File: src/core/pwr_clk_params.svh
// Offsets, field positions, encodings and counts of the clock/power block
`ifndef PWR_CLK_PARAMS_SVH
`define PWR_CLK_PARAMS_SVH
`define OFS_SYS_CLK_CTRL   8'h00
`define OFS_LOW_PWR_CTRL   8'h04
`define OFS_STBY_CTRL      8'h08
`define OFS_MOD_STOP       8'h0c
`define OFS_MOD_STOP_KIND  8'h10
`define OFS_STATUS         8'h14
`define RESP_OKAY          2'h0
`define RESP_SLVERR        2'h2
`define FACTOR_X1          2'h0
`define FACTOR_X2          2'h1
`define FACTOR_X4          2'h2
`define FACTOR_BAD         2'h3
`define MULT_X1            3'h1
`define MULT_X2            3'h2
`define MULT_X4            3'h4
`define BUS_SEL_FULL       3'h0
`define BUS_SEL_BAD_HI     2'h3
`define WAIT_SEL_RSVD      3'h6
`define WAIT_SEL_SHORT     3'h7
`define WAIT_SHORT_STATES  19'h00010
`define SCC_SWITCH_BIT     3
`define SBC_SLEEP_BIT      7
`define SBC_WAIT_LSB       4
`define SBC_ONE_BIT        3
`define STAT_BUSY_BIT      7
`define STAT_FACTOR_LSB    5
`endif

File: src/core/pwr_clk_pkg.sv
// Types shared by the clock and power-mode control block
package pwr_clk_pkg;
  // Operating modes of the power-mode sequencer
  typedef enum logic [4:0] {
    ST_RUN       = 5'h01,
    ST_SLEEP     = 5'h02,
    ST_SW_STBY   = 5'h04,
    ST_WAKE_WAIT = 5'h08,
    ST_HW_STBY   = 5'h10
  } pwr_state_t;
  typedef logic [2:0] wait_sel_t;
endpackage

File: src/core/div_if.sv
// Divided-clock bundle between divider and bus clock selector
`timescale 1ns/1ps
interface div_if;
  logic [4:0] div_level;
  logic [4:0] div_tick;
  modport source (output div_level, output div_tick);
  modport sink   (input  div_level, input  div_tick);
endinterface

File: src/core/medium_speed_divider.sv
// Medium-speed divider: system clock over 2, 4, 8, 16 and 32
`timescale 1ns/1ps
`include "pwr_clk_params.svh"
module medium_speed_divider
  import pwr_clk_pkg::*;
(
  // Clock and reset
  input  wire logic clk_sys_i,
  input  wire logic reset_n_i,
  // Divided clocks out
  div_if.source     div
);
  logic [4:0] count;
  logic [4:0] next_count;

  ////////////////////////////////////////////////////////////////////////////
  // Free-running synchronous binary count
  always_comb
  begin
    next_count = count + 5'h01;
  end

  always_ff @(posedge clk_sys_i or negedge reset_n_i)
  begin
    if (!reset_n_i)
      count <= 5'h00;
    else
      count <= next_count;
  end

  ////////////////////////////////////////////////////////////////////////////
  // Bit k toggles at clock over 2^(k+1); tick marks its period end
  assign div.div_level = count;
  genvar k;
  generate
    for (k = 0; k < 5; k++)
    begin : g_tick
      assign div.div_tick[k] = &count[k:0];
    end
  endgenerate
endmodule // medium_speed_divider

File: src/core/standby_wait_timer.sv
// Stabilisation wait counter used when leaving standby
`timescale 1ns/1ps
`include "pwr_clk_params.svh"
module standby_wait_timer
  import pwr_clk_pkg::*;
#(
  parameter int WAIT_0 = 8192,
  parameter int WAIT_1 = 16384,
  parameter int WAIT_2 = 32768,
  parameter int WAIT_3 = 65536,
  parameter int WAIT_4 = 131072,
  parameter int WAIT_5 = 262144
)
(
  // Clock and reset
  input  wire logic clk_sys_i,
  input  wire logic reset_n_i,
  // Control
  input  wire logic start_i,
  input  wait_sel_t sel_i,
  output logic      busy_o,
  output logic      done_o
);
  logic [18:0] count;
  logic [18:0] next_count;
  logic        next_busy;
  logic        next_done;

  // Wait length in states for each select code
  function automatic logic [18:0] wait_states(input wait_sel_t s);
    unique case (s)
      3'h0:            wait_states = 19'(WAIT_0);
      3'h1:            wait_states = 19'(WAIT_1);
      3'h2:            wait_states = 19'(WAIT_2);
      3'h3:            wait_states = 19'(WAIT_3);
      3'h4:            wait_states = 19'(WAIT_4);
      3'h5:            wait_states = 19'(WAIT_5);
      `WAIT_SEL_RSVD:  wait_states = 19'(WAIT_5);
      `WAIT_SEL_SHORT: wait_states = `WAIT_SHORT_STATES;
    endcase
  endfunction

  ////////////////////////////////////////////////////////////////////////////
  // Load on start, count down, pulse done at zero
  always_comb
  begin
    next_count = count;
    next_busy  = busy_o;
    next_done  = 1'b0;
    if (start_i)
    begin
      next_count = wait_states(sel_i) - 19'h00001;
      next_busy  = 1'b1;
    end
    else if (busy_o)
    begin
      if (count == 19'h00000)
      begin
        next_busy = 1'b0;
        next_done = 1'b1;
      end
      else
        next_count = count - 19'h00001;
    end
  end

  always_ff @(posedge clk_sys_i or negedge reset_n_i)
  begin
    if (!reset_n_i)
    begin
      count  <= 19'h00000;
      busy_o <= 1'b0;
      done_o <= 1'b0;
    end
    else
    begin
      count  <= next_count;
      busy_o <= next_busy;
      done_o <= next_done;
    end
  end
endmodule // standby_wait_timer

File: src/core/pll_clock_and_power_mode_control.sv
// Clock multiplier, bus clock select and power-mode sequencer, AXI4-Lite
`timescale 1ns/1ps
`include "pwr_clk_params.svh"
module pll_clock_and_power_mode_control
  import pwr_clk_pkg::*;
#(
  parameter int NUM_MODULES = 8,
  parameter int WAIT_0      = 8192,
  parameter int WAIT_1      = 16384,
  parameter int WAIT_2      = 32768,
  parameter int WAIT_3      = 65536,
  parameter int WAIT_4      = 131072,
  parameter int WAIT_5      = 262144
)
(
  // Clock and reset
  input  wire logic                   clk_sys_i,
  input  wire logic                   reset_n_i,
  // AXI4-Lite write
  input  wire logic [7:0]             s_axi_awaddr_i,
  input  wire logic                   s_axi_awvalid_i,
  output logic                        s_axi_awready_o,
  input  wire logic [31:0]            s_axi_wdata_i,
  input  wire logic [3:0]             s_axi_wstrb_i,
  input  wire logic                   s_axi_wvalid_i,
  output logic                        s_axi_wready_o,
  output logic [1:0]                  s_axi_bresp_o,
  output logic                        s_axi_bvalid_o,
  input  wire logic                   s_axi_bready_i,
  // AXI4-Lite read
  input  wire logic [7:0]             s_axi_araddr_i,
  input  wire logic                   s_axi_arvalid_i,
  output logic                        s_axi_arready_o,
  output logic [31:0]                 s_axi_rdata_o,
  output logic [1:0]                  s_axi_rresp_o,
  output logic                        s_axi_rvalid_o,
  input  wire logic                   s_axi_rready_i,
  // CPU and pins
  input  wire logic                   sleep_exec_i,
  input  wire logic                   program_break_i,
  input  wire logic                   nmi_i,
  input  wire logic [5:0]             external_interrupt_lines_i,
  input  wire logic                   internal_irq_i,
  input  wire logic                   hw_standby_n_i,
  input  wire logic                   external_clock_input_pin_i,
  // Clock outputs
  output logic [2:0]                  pll_mult_o,
  output logic                        pll_phase_mark_o,
  output logic                        clock_gen_run_o,
  output logic                        cpu_clk_en_o,
  output logic                        bus_master_clk_en_o,
  // Mode outputs
  output logic                        break_exception_o,
  output logic                        cpu_regs_lost_o,
  output logic                        io_hold_o,
  output logic                        io_float_o,
  output logic                        irq_enable_o,
  output logic [NUM_MODULES-1:0]      module_clk_en_o,
  output logic [NUM_MODULES-1:0]      module_reset_o
);
  // Registers and their next values
  pwr_state_t             state, next_state;
  logic                   factor_switch_mode, next_factor_switch_mode;
  logic [2:0]             bus_sel, next_bus_sel;
  logic [1:0]             factor_field, next_factor_field;
  logic [1:0]             lp_spare, next_lp_spare;
  logic [1:0]             active_factor, next_active_factor;
  logic                   standby_on_sleep, next_standby_on_sleep;
  wait_sel_t              wait_sel, next_wait_sel;
  logic [NUM_MODULES-1:0] mod_stop, next_mod_stop;
  logic [NUM_MODULES-1:0] mod_kind, next_mod_kind;
  logic                   break_pend, next_break_pend;
  logic                   ext_prev, next_ext_prev;
  logic                   aw_held, next_aw_held;
  logic                   w_held, next_w_held;
  logic [7:0]             aw_addr, next_aw_addr;
  logic [7:0]             w_data, next_w_data;
  logic                   w_lane0, next_w_lane0;
  logic                   next_awready, next_wready, next_bvalid;
  logic                   next_arready, next_rvalid;
  logic [1:0]             next_bresp, next_rresp;
  logic [31:0]            next_rdata;
  logic [2:0]             next_pll_mult;
  logic                   next_phase_mark, next_gen_run, next_cpu_en;
  logic                   next_bus_en, next_break_exc, next_regs_lost;
  logic                   next_io_hold, next_io_float, next_irq_en;
  logic [NUM_MODULES-1:0] next_mod_en, next_mod_rst;
  logic                   timer_start, timer_busy, timer_done;
  logic                   bus_tick;
  logic                   do_write;

  div_if div_bus ();

  // Multiplier value for a factor code
  function automatic logic [2:0] factor_mult(input logic [1:0] f);
    unique case (f)
      `FACTOR_X1:  factor_mult = `MULT_X1;
      `FACTOR_X2:  factor_mult = `MULT_X2;
      `FACTOR_X4:  factor_mult = `MULT_X4;
      `FACTOR_BAD: factor_mult = `MULT_X1;
    endcase
  endfunction

  ////////////////////////////////////////////////////////////////////////////
  // Divider and stabilisation timer
  medium_speed_divider u_div (
    .clk_sys_i (clk_sys_i),
    .reset_n_i (reset_n_i),
    .div       (div_bus.source)
  );

  standby_wait_timer #(
    .WAIT_0 (WAIT_0),
    .WAIT_1 (WAIT_1),
    .WAIT_2 (WAIT_2),
    .WAIT_3 (WAIT_3),
    .WAIT_4 (WAIT_4),
    .WAIT_5 (WAIT_5)
  ) u_wait (
    .clk_sys_i (clk_sys_i),
    .reset_n_i (reset_n_i),
    .start_i   (timer_start),
    .sel_i     (wait_sel),
    .busy_o    (timer_busy),
    .done_o    (timer_done)
  );

  // Bus master clock pick: full speed or one divided tick
  always_comb
  begin
    if (bus_sel == `BUS_SEL_FULL)
      bus_tick = 1'b1;
    else
      bus_tick = div_bus.div_tick[bus_sel - 3'h1];
  end

  ////////////////////////////////////////////////////////////////////////////
  // Register bus, mode sequencer and outputs: next values
  always_comb
  begin
    next_state              = state;
    next_factor_switch_mode = factor_switch_mode;
    next_bus_sel            = bus_sel;
    next_factor_field       = factor_field;
    next_lp_spare           = lp_spare;
    next_active_factor      = active_factor;
    next_standby_on_sleep   = standby_on_sleep;
    next_wait_sel           = wait_sel;
    next_mod_stop           = mod_stop;
    next_mod_kind           = mod_kind;
    next_break_pend         = break_pend;
    next_ext_prev           = external_clock_input_pin_i;
    next_aw_held            = aw_held;
    next_w_held             = w_held;
    next_aw_addr            = aw_addr;
    next_w_data             = w_data;
    next_w_lane0            = w_lane0;
    next_bvalid             = s_axi_bvalid_o;
    next_bresp              = s_axi_bresp_o;
    next_rvalid             = s_axi_rvalid_o;
    next_rresp              = s_axi_rresp_o;
    next_rdata              = s_axi_rdata_o;
    next_arready            = s_axi_arready_o;
    next_break_exc          = 1'b0;
    timer_start             = 1'b0;
    // Address and data taken in either order
    if (s_axi_awvalid_i && s_axi_awready_o)
    begin
      next_aw_held = 1'b1;
      next_aw_addr = s_axi_awaddr_i;
    end
    if (s_axi_wvalid_i && s_axi_wready_o)
    begin
      next_w_held  = 1'b1;
      next_w_data  = s_axi_wdata_i[7:0];
      next_w_lane0 = s_axi_wstrb_i[0];
    end
    do_write = aw_held && w_held && !s_axi_bvalid_o;
    if (do_write)
    begin
      next_aw_held = 1'b0;
      next_w_held  = 1'b0;
      next_bvalid  = 1'b1;
      next_bresp   = `RESP_OKAY;
      unique case (aw_addr)
        `OFS_SYS_CLK_CTRL:
          if (w_lane0)
          begin
            next_factor_switch_mode = w_data[`SCC_SWITCH_BIT];
            if (w_data[2:1] != `BUS_SEL_BAD_HI)
              next_bus_sel = w_data[2:0];
          end
        `OFS_LOW_PWR_CTRL:
          if (w_lane0)
          begin
            next_lp_spare = w_data[3:2];
            if (w_data[1:0] != `FACTOR_BAD)
            begin
              next_factor_field = w_data[1:0];
              if (factor_switch_mode)
                next_active_factor = w_data[1:0];
            end
          end
        `OFS_STBY_CTRL:
          if (w_lane0)
          begin
            next_standby_on_sleep = w_data[`SBC_SLEEP_BIT];
            next_wait_sel = w_data[`SBC_WAIT_LSB +: 3];
          end
        `OFS_MOD_STOP:
          if (w_lane0)
            next_mod_stop = w_data[NUM_MODULES-1:0];
        `OFS_MOD_STOP_KIND:
          if (w_lane0)
            next_mod_kind = w_data[NUM_MODULES-1:0];
        `OFS_STATUS: ;
        default:
          next_bresp = `RESP_SLVERR;
      endcase
    end
    if (s_axi_bvalid_o && s_axi_bready_i)
      next_bvalid = 1'b0;
    // Read decode
    if (s_axi_arvalid_i && s_axi_arready_o)
    begin
      next_arready = 1'b0;
      next_rvalid  = 1'b1;
      next_rresp   = `RESP_OKAY;
      next_rdata   = 32'h0000_0000;
      unique case (s_axi_araddr_i)
        `OFS_SYS_CLK_CTRL:
          next_rdata[3:0] = {factor_switch_mode, bus_sel};
        `OFS_LOW_PWR_CTRL:
          next_rdata[3:0] = {lp_spare, factor_field};
        `OFS_STBY_CTRL:
          next_rdata[7:3] = {standby_on_sleep, wait_sel, 1'b1};
        `OFS_MOD_STOP:
          next_rdata[NUM_MODULES-1:0] = mod_stop;
        `OFS_MOD_STOP_KIND:
          next_rdata[NUM_MODULES-1:0] = mod_kind;
        `OFS_STATUS:
          next_rdata[7:0] = {timer_busy, active_factor, state};
        default:
          next_rresp = `RESP_SLVERR;
      endcase
    end
    if (s_axi_rvalid_o && s_axi_rready_i)
    begin
      next_rvalid  = 1'b0;
      next_arready = 1'b1;
    end
    next_awready = !next_aw_held && !next_bvalid;
    next_wready  = !next_w_held && !next_bvalid;
    // Power-mode sequencer; hardware standby pin has priority
    if (!hw_standby_n_i)
      next_state = ST_HW_STBY;
    else
    begin
      unique case (state)
        ST_RUN:
          if (sleep_exec_i)
          begin
            if (standby_on_sleep || program_break_i)
            begin
              next_state         = ST_SW_STBY;
              next_active_factor = factor_field;
              next_break_pend    = program_break_i;
            end
            else
              next_state = ST_SLEEP;
          end
        ST_SLEEP:
          if (nmi_i || |external_interrupt_lines_i || internal_irq_i)
            next_state = ST_RUN;
        ST_SW_STBY:
          if (break_pend || nmi_i || |external_interrupt_lines_i)
          begin
            next_state  = ST_WAKE_WAIT;
            timer_start = 1'b1;
          end
        ST_WAKE_WAIT:
          if (timer_done)
          begin
            next_state      = ST_RUN;
            next_break_exc  = break_pend;
            next_break_pend = 1'b0;
          end
        ST_HW_STBY:
        begin
          next_state  = ST_WAKE_WAIT;
          timer_start = 1'b1;
        end
      endcase
    end
    // Unit enables by mode
    next_pll_mult   = factor_mult(next_active_factor);
    next_gen_run    = !(next_state inside {ST_SW_STBY, ST_HW_STBY});
    next_phase_mark = clock_gen_run_o && external_clock_input_pin_i
                      && !ext_prev;
    next_cpu_en     = (next_state == ST_RUN) && bus_tick;
    next_bus_en     = (next_state inside {ST_RUN, ST_SLEEP}) && bus_tick;
    next_regs_lost  = (next_state == ST_HW_STBY);
    next_io_hold    = (next_state == ST_SW_STBY);
    next_io_float   = (next_state == ST_HW_STBY);
    next_irq_en     = (next_state != ST_HW_STBY);
    if (next_state == ST_HW_STBY)
    begin
      next_mod_en  = '0;
      next_mod_rst = '1;
    end
    else if (next_state inside {ST_SW_STBY, ST_WAKE_WAIT})
    begin
      next_mod_en  = '0;
      next_mod_rst = mod_kind;
    end
    else
    begin
      next_mod_en  = ~mod_stop;
      next_mod_rst = mod_stop & mod_kind;
    end
  end

  ////////////////////////////////////////////////////////////////////////////
  // Register stage
  always_ff @(posedge clk_sys_i or negedge reset_n_i)
  begin
    if (!reset_n_i)
    begin
      state               <= ST_RUN;
      factor_switch_mode  <= 1'b0;
      bus_sel             <= `BUS_SEL_FULL;
      factor_field        <= `FACTOR_X1;
      lp_spare            <= 2'h0;
      active_factor       <= `FACTOR_X1;
      standby_on_sleep    <= 1'b0;
      wait_sel            <= 3'h0;
      mod_stop            <= '0;
      mod_kind            <= '0;
      break_pend          <= 1'b0;
      ext_prev            <= 1'b0;
      aw_held             <= 1'b0;
      w_held              <= 1'b0;
      aw_addr             <= 8'h00;
      w_data              <= 8'h00;
      w_lane0             <= 1'b0;
      s_axi_awready_o     <= 1'b1;
      s_axi_wready_o      <= 1'b1;
      s_axi_bvalid_o      <= 1'b0;
      s_axi_bresp_o       <= `RESP_OKAY;
      s_axi_arready_o     <= 1'b1;
      s_axi_rvalid_o      <= 1'b0;
      s_axi_rresp_o       <= `RESP_OKAY;
      s_axi_rdata_o       <= 32'h0000_0000;
      pll_mult_o          <= `MULT_X1;
      pll_phase_mark_o    <= 1'b0;
      clock_gen_run_o     <= 1'b1;
      cpu_clk_en_o        <= 1'b0;
      bus_master_clk_en_o <= 1'b0;
      break_exception_o   <= 1'b0;
      cpu_regs_lost_o     <= 1'b0;
      io_hold_o           <= 1'b0;
      io_float_o          <= 1'b0;
      irq_enable_o        <= 1'b1;
      module_clk_en_o     <= '0;
      module_reset_o      <= '1;
    end
    else
    begin
      state               <= next_state;
      factor_switch_mode  <= next_factor_switch_mode;
      bus_sel             <= next_bus_sel;
      factor_field        <= next_factor_field;
      lp_spare            <= next_lp_spare;
      active_factor       <= next_active_factor;
      standby_on_sleep    <= next_standby_on_sleep;
      wait_sel            <= next_wait_sel;
      mod_stop            <= next_mod_stop;
      mod_kind            <= next_mod_kind;
      break_pend          <= next_break_pend;
      ext_prev            <= next_ext_prev;
      aw_held             <= next_aw_held;
      w_held              <= next_w_held;
      aw_addr             <= next_aw_addr;
      w_data              <= next_w_data;
      w_lane0             <= next_w_lane0;
      s_axi_awready_o     <= next_awready;
      s_axi_wready_o      <= next_wready;
      s_axi_bvalid_o      <= next_bvalid;
      s_axi_bresp_o       <= next_bresp;
      s_axi_arready_o     <= next_arready;
      s_axi_rvalid_o      <= next_rvalid;
      s_axi_rresp_o       <= next_rresp;
      s_axi_rdata_o       <= next_rdata;
      pll_mult_o          <= next_pll_mult;
      pll_phase_mark_o    <= next_phase_mark;
      clock_gen_run_o     <= next_gen_run;
      cpu_clk_en_o        <= next_cpu_en;
      bus_master_clk_en_o <= next_bus_en;
      break_exception_o   <= next_break_exc;
      cpu_regs_lost_o     <= next_regs_lost;
      io_hold_o           <= next_io_hold;
      io_float_o          <= next_io_float;
      irq_enable_o        <= next_irq_en;
      module_clk_en_o     <= next_mod_en;
      module_reset_o      <= next_mod_rst;
    end
  end
endmodule // pll_clock_and_power_mode_control

File: config.mk
export PLATFORM = sky130hd
export DESIGN_NAME = pll_clock_and_power_mode_control
export DESIGN_NICKNAME = d
export VERILOG_FILES = /design/src/core/pwr_clk_pkg.sv /design/src/core/div_if.sv /design/src/core/medium_speed_divider.sv /design/src/core/standby_wait_timer.sv /design/src/core/pll_clock_and_power_mode_control.sv
export VERILOG_INCLUDE_DIRS = /design/src /design/src/core
export SDC_FILE = /design/constraint.sdc
export NUM_CORES = 1
export LEC_CHECK = 0
export BUFFER_PORTS_ARGS = -buffer_cell sky130_fd_sc_hd__buf_2
export CAP_MARGIN = 20
export CELL_PAD_IN_SITES_DETAIL_PLACEMENT = 1
export CELL_PAD_IN_SITES_GLOBAL_PLACEMENT = 1
export CORE_ASPECT_RATIO = 0.7
export CORE_UTILIZATION = 35
export DETAILED_ROUTE_END_ITERATION = 7
export PLACE_DENSITY_LB_ADDON = 0.1
export REMOVE_ABC_BUFFERS = 1
export SLEW_MARGIN = 20
export SYNTH_ARGS = -nofsm -noshare
export SYNTH_HDL_FRONTEND = slang
export SYNTH_SLANG_ARGS = --single-unit
File: constraint.sdc
create_clock -name clk_sys_i -period 4.37 [get_ports clk_sys_i]
set_input_delay 0.874 -clock clk_sys_i [delete_from_list [all_inputs] [get_ports clk_sys_i]]
set_output_delay 0.874 -clock clk_sys_i [all_outputs]
set_load 0.005 [all_outputs]
==> results by group <==
Placed design
  – GP Congestion: 0.765
  – DP Wirelength: 11.5 mm
  – Port bufs: 86
  – Place WS: 1220 ps
  – Placed Instance Area: 6740 um2

Logic synthesis
  – Synth Area in Simple Gates: 14.6%
  – Synth Area in Compound Gates: 14.0%
  – Unique cell type count in the Yosys netlist: 71
  – Sequential area share after synthesis: 50.4%
  – Mux cell area share after synthesis: 9.44%
  – YS warnings: 0
  – Largest family of logic cells by synthesized area: simple AND/OR/NAND/NOR gates
  – Synth Area per Inst: 11.2 um2
  – Asr flop ratio synth: 100%
  – Post-synth design cell area: 6190 um2
  – Number of synthesized flops with an enable pin: 0
  – FF+latch count, synth: 124
  – Adder-cell share of the synthesized area: 2.42%
  – Mapped Cells: 553
  – Ys flop type: dfrtp_1
  – Synth Area in XOR/XNOR: 2.97%

Worst setup path
  – Critical Path RT: 4610 ps
  – Kind of critical path: input pin to flop
  – Worst path arrival time: 2960 ps
  – Max stage delay on crit path: 620 ps
  – CP Max Fanout: 16
  – Worst setup startpoint: external_interrupt_lines_i[3]
  – Register-to-Register Path Depth: 5
  – Crit path cell chain: buf_2, nor4_2, nand3_1, a221oi_2, or3_1, a311oi_1
  – CP delay by family, top: simple AND/OR/NAND/NOR gates
  – CP max stage cell: or3_1
  – Crit path depth: 6
  – Worst R2R Setup Slack: 1720 ps
  – Startpoint types: input pin
  – CP endpoint: module_clk_en_o[7]$_DFF_PN0_
  – CP Buf/Inv Count: 1
  – Endpoint class of the critical path: flop
  – R2R Path End: module_clk_en_o[7]$_DFF_PN0_
  – RR Startpoint: state[3]$_DFF_PN0_

Die
  – Core Area: 17200 um2
  – Die boundary height: 113 um
  – I/O Pins: 140
  – Num rows: 40
  – Die Area: 18200 um2
  – Initial Utilization: 36.0%
  – Die Wd: 161 um

Clocking
  – Clock sink count: 124
  – H-tree levels: 4
  – Root buffer cell: clkbuf_16
  – Num CTS Buffers: 17
  – CTS tree: yes
  – Setup Buffers After CTS: 0
  – Hold buffers post-CTS: 0
  – Clock-pin transition on the worst setup and hold timing paths: 50 ps
  – Cts repair resizes: 0
  – CTS Buffer Depth: 2
  – Insertion delay to the later sink of the worst-skew pair: 420 ps

Min path
  – Hold Path Origin: ext_prev$_DFF_PN0_
  – HP Class: flop to flop

Global routing
  – GR Overflow Total: 0
  – Initial antenna violation count: 0
  – Pin count of the biggest net entering global routing: 72
  – Vias in the first global route: 4830
  – Global-route wire length before repair: 26.3 mm
  – All-Layer GR Usage: 19.0%

Timing
  – # setup viols final: 0
  – Final Hold Vio Count: 0
  – FMAX: 0.368 GHz
  – Final Slew Violations: 0
  – Worst Tran Pin Value: 1050 ps
  – RSZ-0062 raised after global routing: false
  – Setup tns final: 0 ps
  – Final period util: 62.2%
  – Min cycle time layout: 2720 ps
  – Final Skew: 8.54 ps
  – Setup ws final: 1650 ps
  – Worst rel slew slack: 29.4%

Detailed routing
  – Met3 routed WL: 708 um
  – Routed wl met2: 7.50 mm
  – Routed WL per cell: 18.5 um
  – Routed Antenna Nets: 0
  – DRT iter0 DRCs: 268
  – Highest metal used: met4
  – Final Routed Wirelength: 16.3 mm
  – Drt pass-1 iters: 5
  – DRT met1 WL: 7.94 mm
  – Via count: 4611
  – DR vias/cell: 5.23
  – Drt drc: 0

Final layout
  – Fill count: 1923
  – Storage cell area: 3120 um2
  – Antenna diode instance count: 0
  – Most common cell after layout, fill and taps aside: dfrtp_1
  – Final core area utilization: 42.6%
  – Final net count: 721
  – Most frequent cells in the layout: 109 x dfrtp_1, 85 x buf_2, 50 x nand2_1
  – Area Growth Syn to Fin: 18.5%
  – Area of the multi-input gates: 2800 um2
  – Final std cell area, no fill: 7340 um2
  – Layout cells sized above 1: 30.6%

Outcome
  – Status: completed

Pwr
  – Leakage power: 3.36 nW
  – PwrDens: 500 nW/um2
  – VDD IR-drop max: 0.226 mV

Job
  – Number of max-cap violations: 0
## per-layer routing
metal / GRT usage (%) / vias to the layer above
met4: 5.35 / 0
li1: - / 2154
met2: 29.9 / 109
met5: 0 / -
met1: 26.0 / 2337
met3: 4.62 / 11
## flip-flops by register name, indices dropped and copies added, names as in the netlist, 8 cells and up
| signal | flops |
|---|---|
| aw_addr | 8 |
| mod_kind | 8 |
| mod_stop | 8 |
| module_clk_en_o | 8 |
| module_reset_o | 8 |
| s_axi_rdata_o | 8 |
| u_wait.count | 19 |
| w_data | 8 |
## final cells by class
| class | instances | share of cell area, % |
|---|---|---|
| inverters | 19 | 0.972 |
| clock inverters | 7 | 1.19 |
| clock buffers | 25 | 6.89 |
| flip-flops and latches | 124 | 42.5 |
| repair buffers | 89 | 6.38 |
| multi-input cells | 387 | 38.1 |
| well taps | 231 | 3.94 |
## worst min path at each step
stage	to	depth (start not counted)
after floorplan	pll_phase_mark_o$_DFF_PN0_	1
after global placement	pll_phase_mark_o$_DFF_PN0_	1
after detailed placement	pll_phase_mark_o$_DFF_PN0_	1
after CTS	pll_phase_mark_o$_DFF_PN0_	1
after global routing	pll_phase_mark_o$_DFF_PN0_	1
final	pll_phase_mark_o$_DFF_PN0_	1
## logic make-up after synthesis
logic type               count (synthesis)
multiplexers                            53
adder cells (fa/ha/maj)                 12
AO/OA/AOI/OAI                          113
buffers and inverters                   67
other                                    1
XOR/XNOR                                21
AND/OR/NAND/NOR                        162
flip-flops                             124
## metrics by stage
stage          total power, mW  instances  hold slack, ps
4_1_cts                   3.73        882             398
6_report                  3.67        882             392
3_3_place_gp              2.25        850             381
3_5_place_dp              2.29        850             391
2_1_floorplan             1.99        530             377
5_1_grt                   3.88        882             405
## synthesized netlist by cell type (all sizes together), types with 3 or more instances
master,n,share of area (%)
dfrtp,109,44
o22ai,3,0.30
a221o,5,0.81
a311oi,9,1.3
nor4b,3,0.67
xnor2,11,1.6
a222oi,3,0.48
nor2,29,1.8
a22o,10,1.4
mux2i,10,1.6
nor2b,6,0.61
nor4,14,2.3
mux2,43,7.8
and2,8,0.83
a31oi,5,0.51
nand2,50,3.0
clkbuf,12,0.73
inv,19,1.2
a21oi,16,1.4
dfstp,15,6.4
o211ai,4,0.48
and3,6,0.61
o21ai,20,1.6
nor3,14,1.1
nand4,4,0.40
a41o,9,1.5
xor2,10,1.4
buf,36,4.2
ha,12,2.4
or4,5,0.81
nand3,8,0.65
a221oi,3,0.53
a21boi,3,0.36
o31ai,3,0.59
## power breakdown
group          internal, mW  leakage (nW)  switching [mW]  total (mW)
registers              1.37          1.53           0.227        1.60
logic                 0.309          1.54           0.356       0.665
clock network         0.911         0.293           0.499        1.41
total                  2.59          3.36            1.08        3.67
## worst reg2reg max path, stage by stage (launching register included)
cell and delay, ps:
dfrtp_1 610, or3_1 280, o221ai_1 180, a221oi_1 540
and2_1 670, a311oi_1 220
Note: power is estimated with default switching activity, not from simulation.
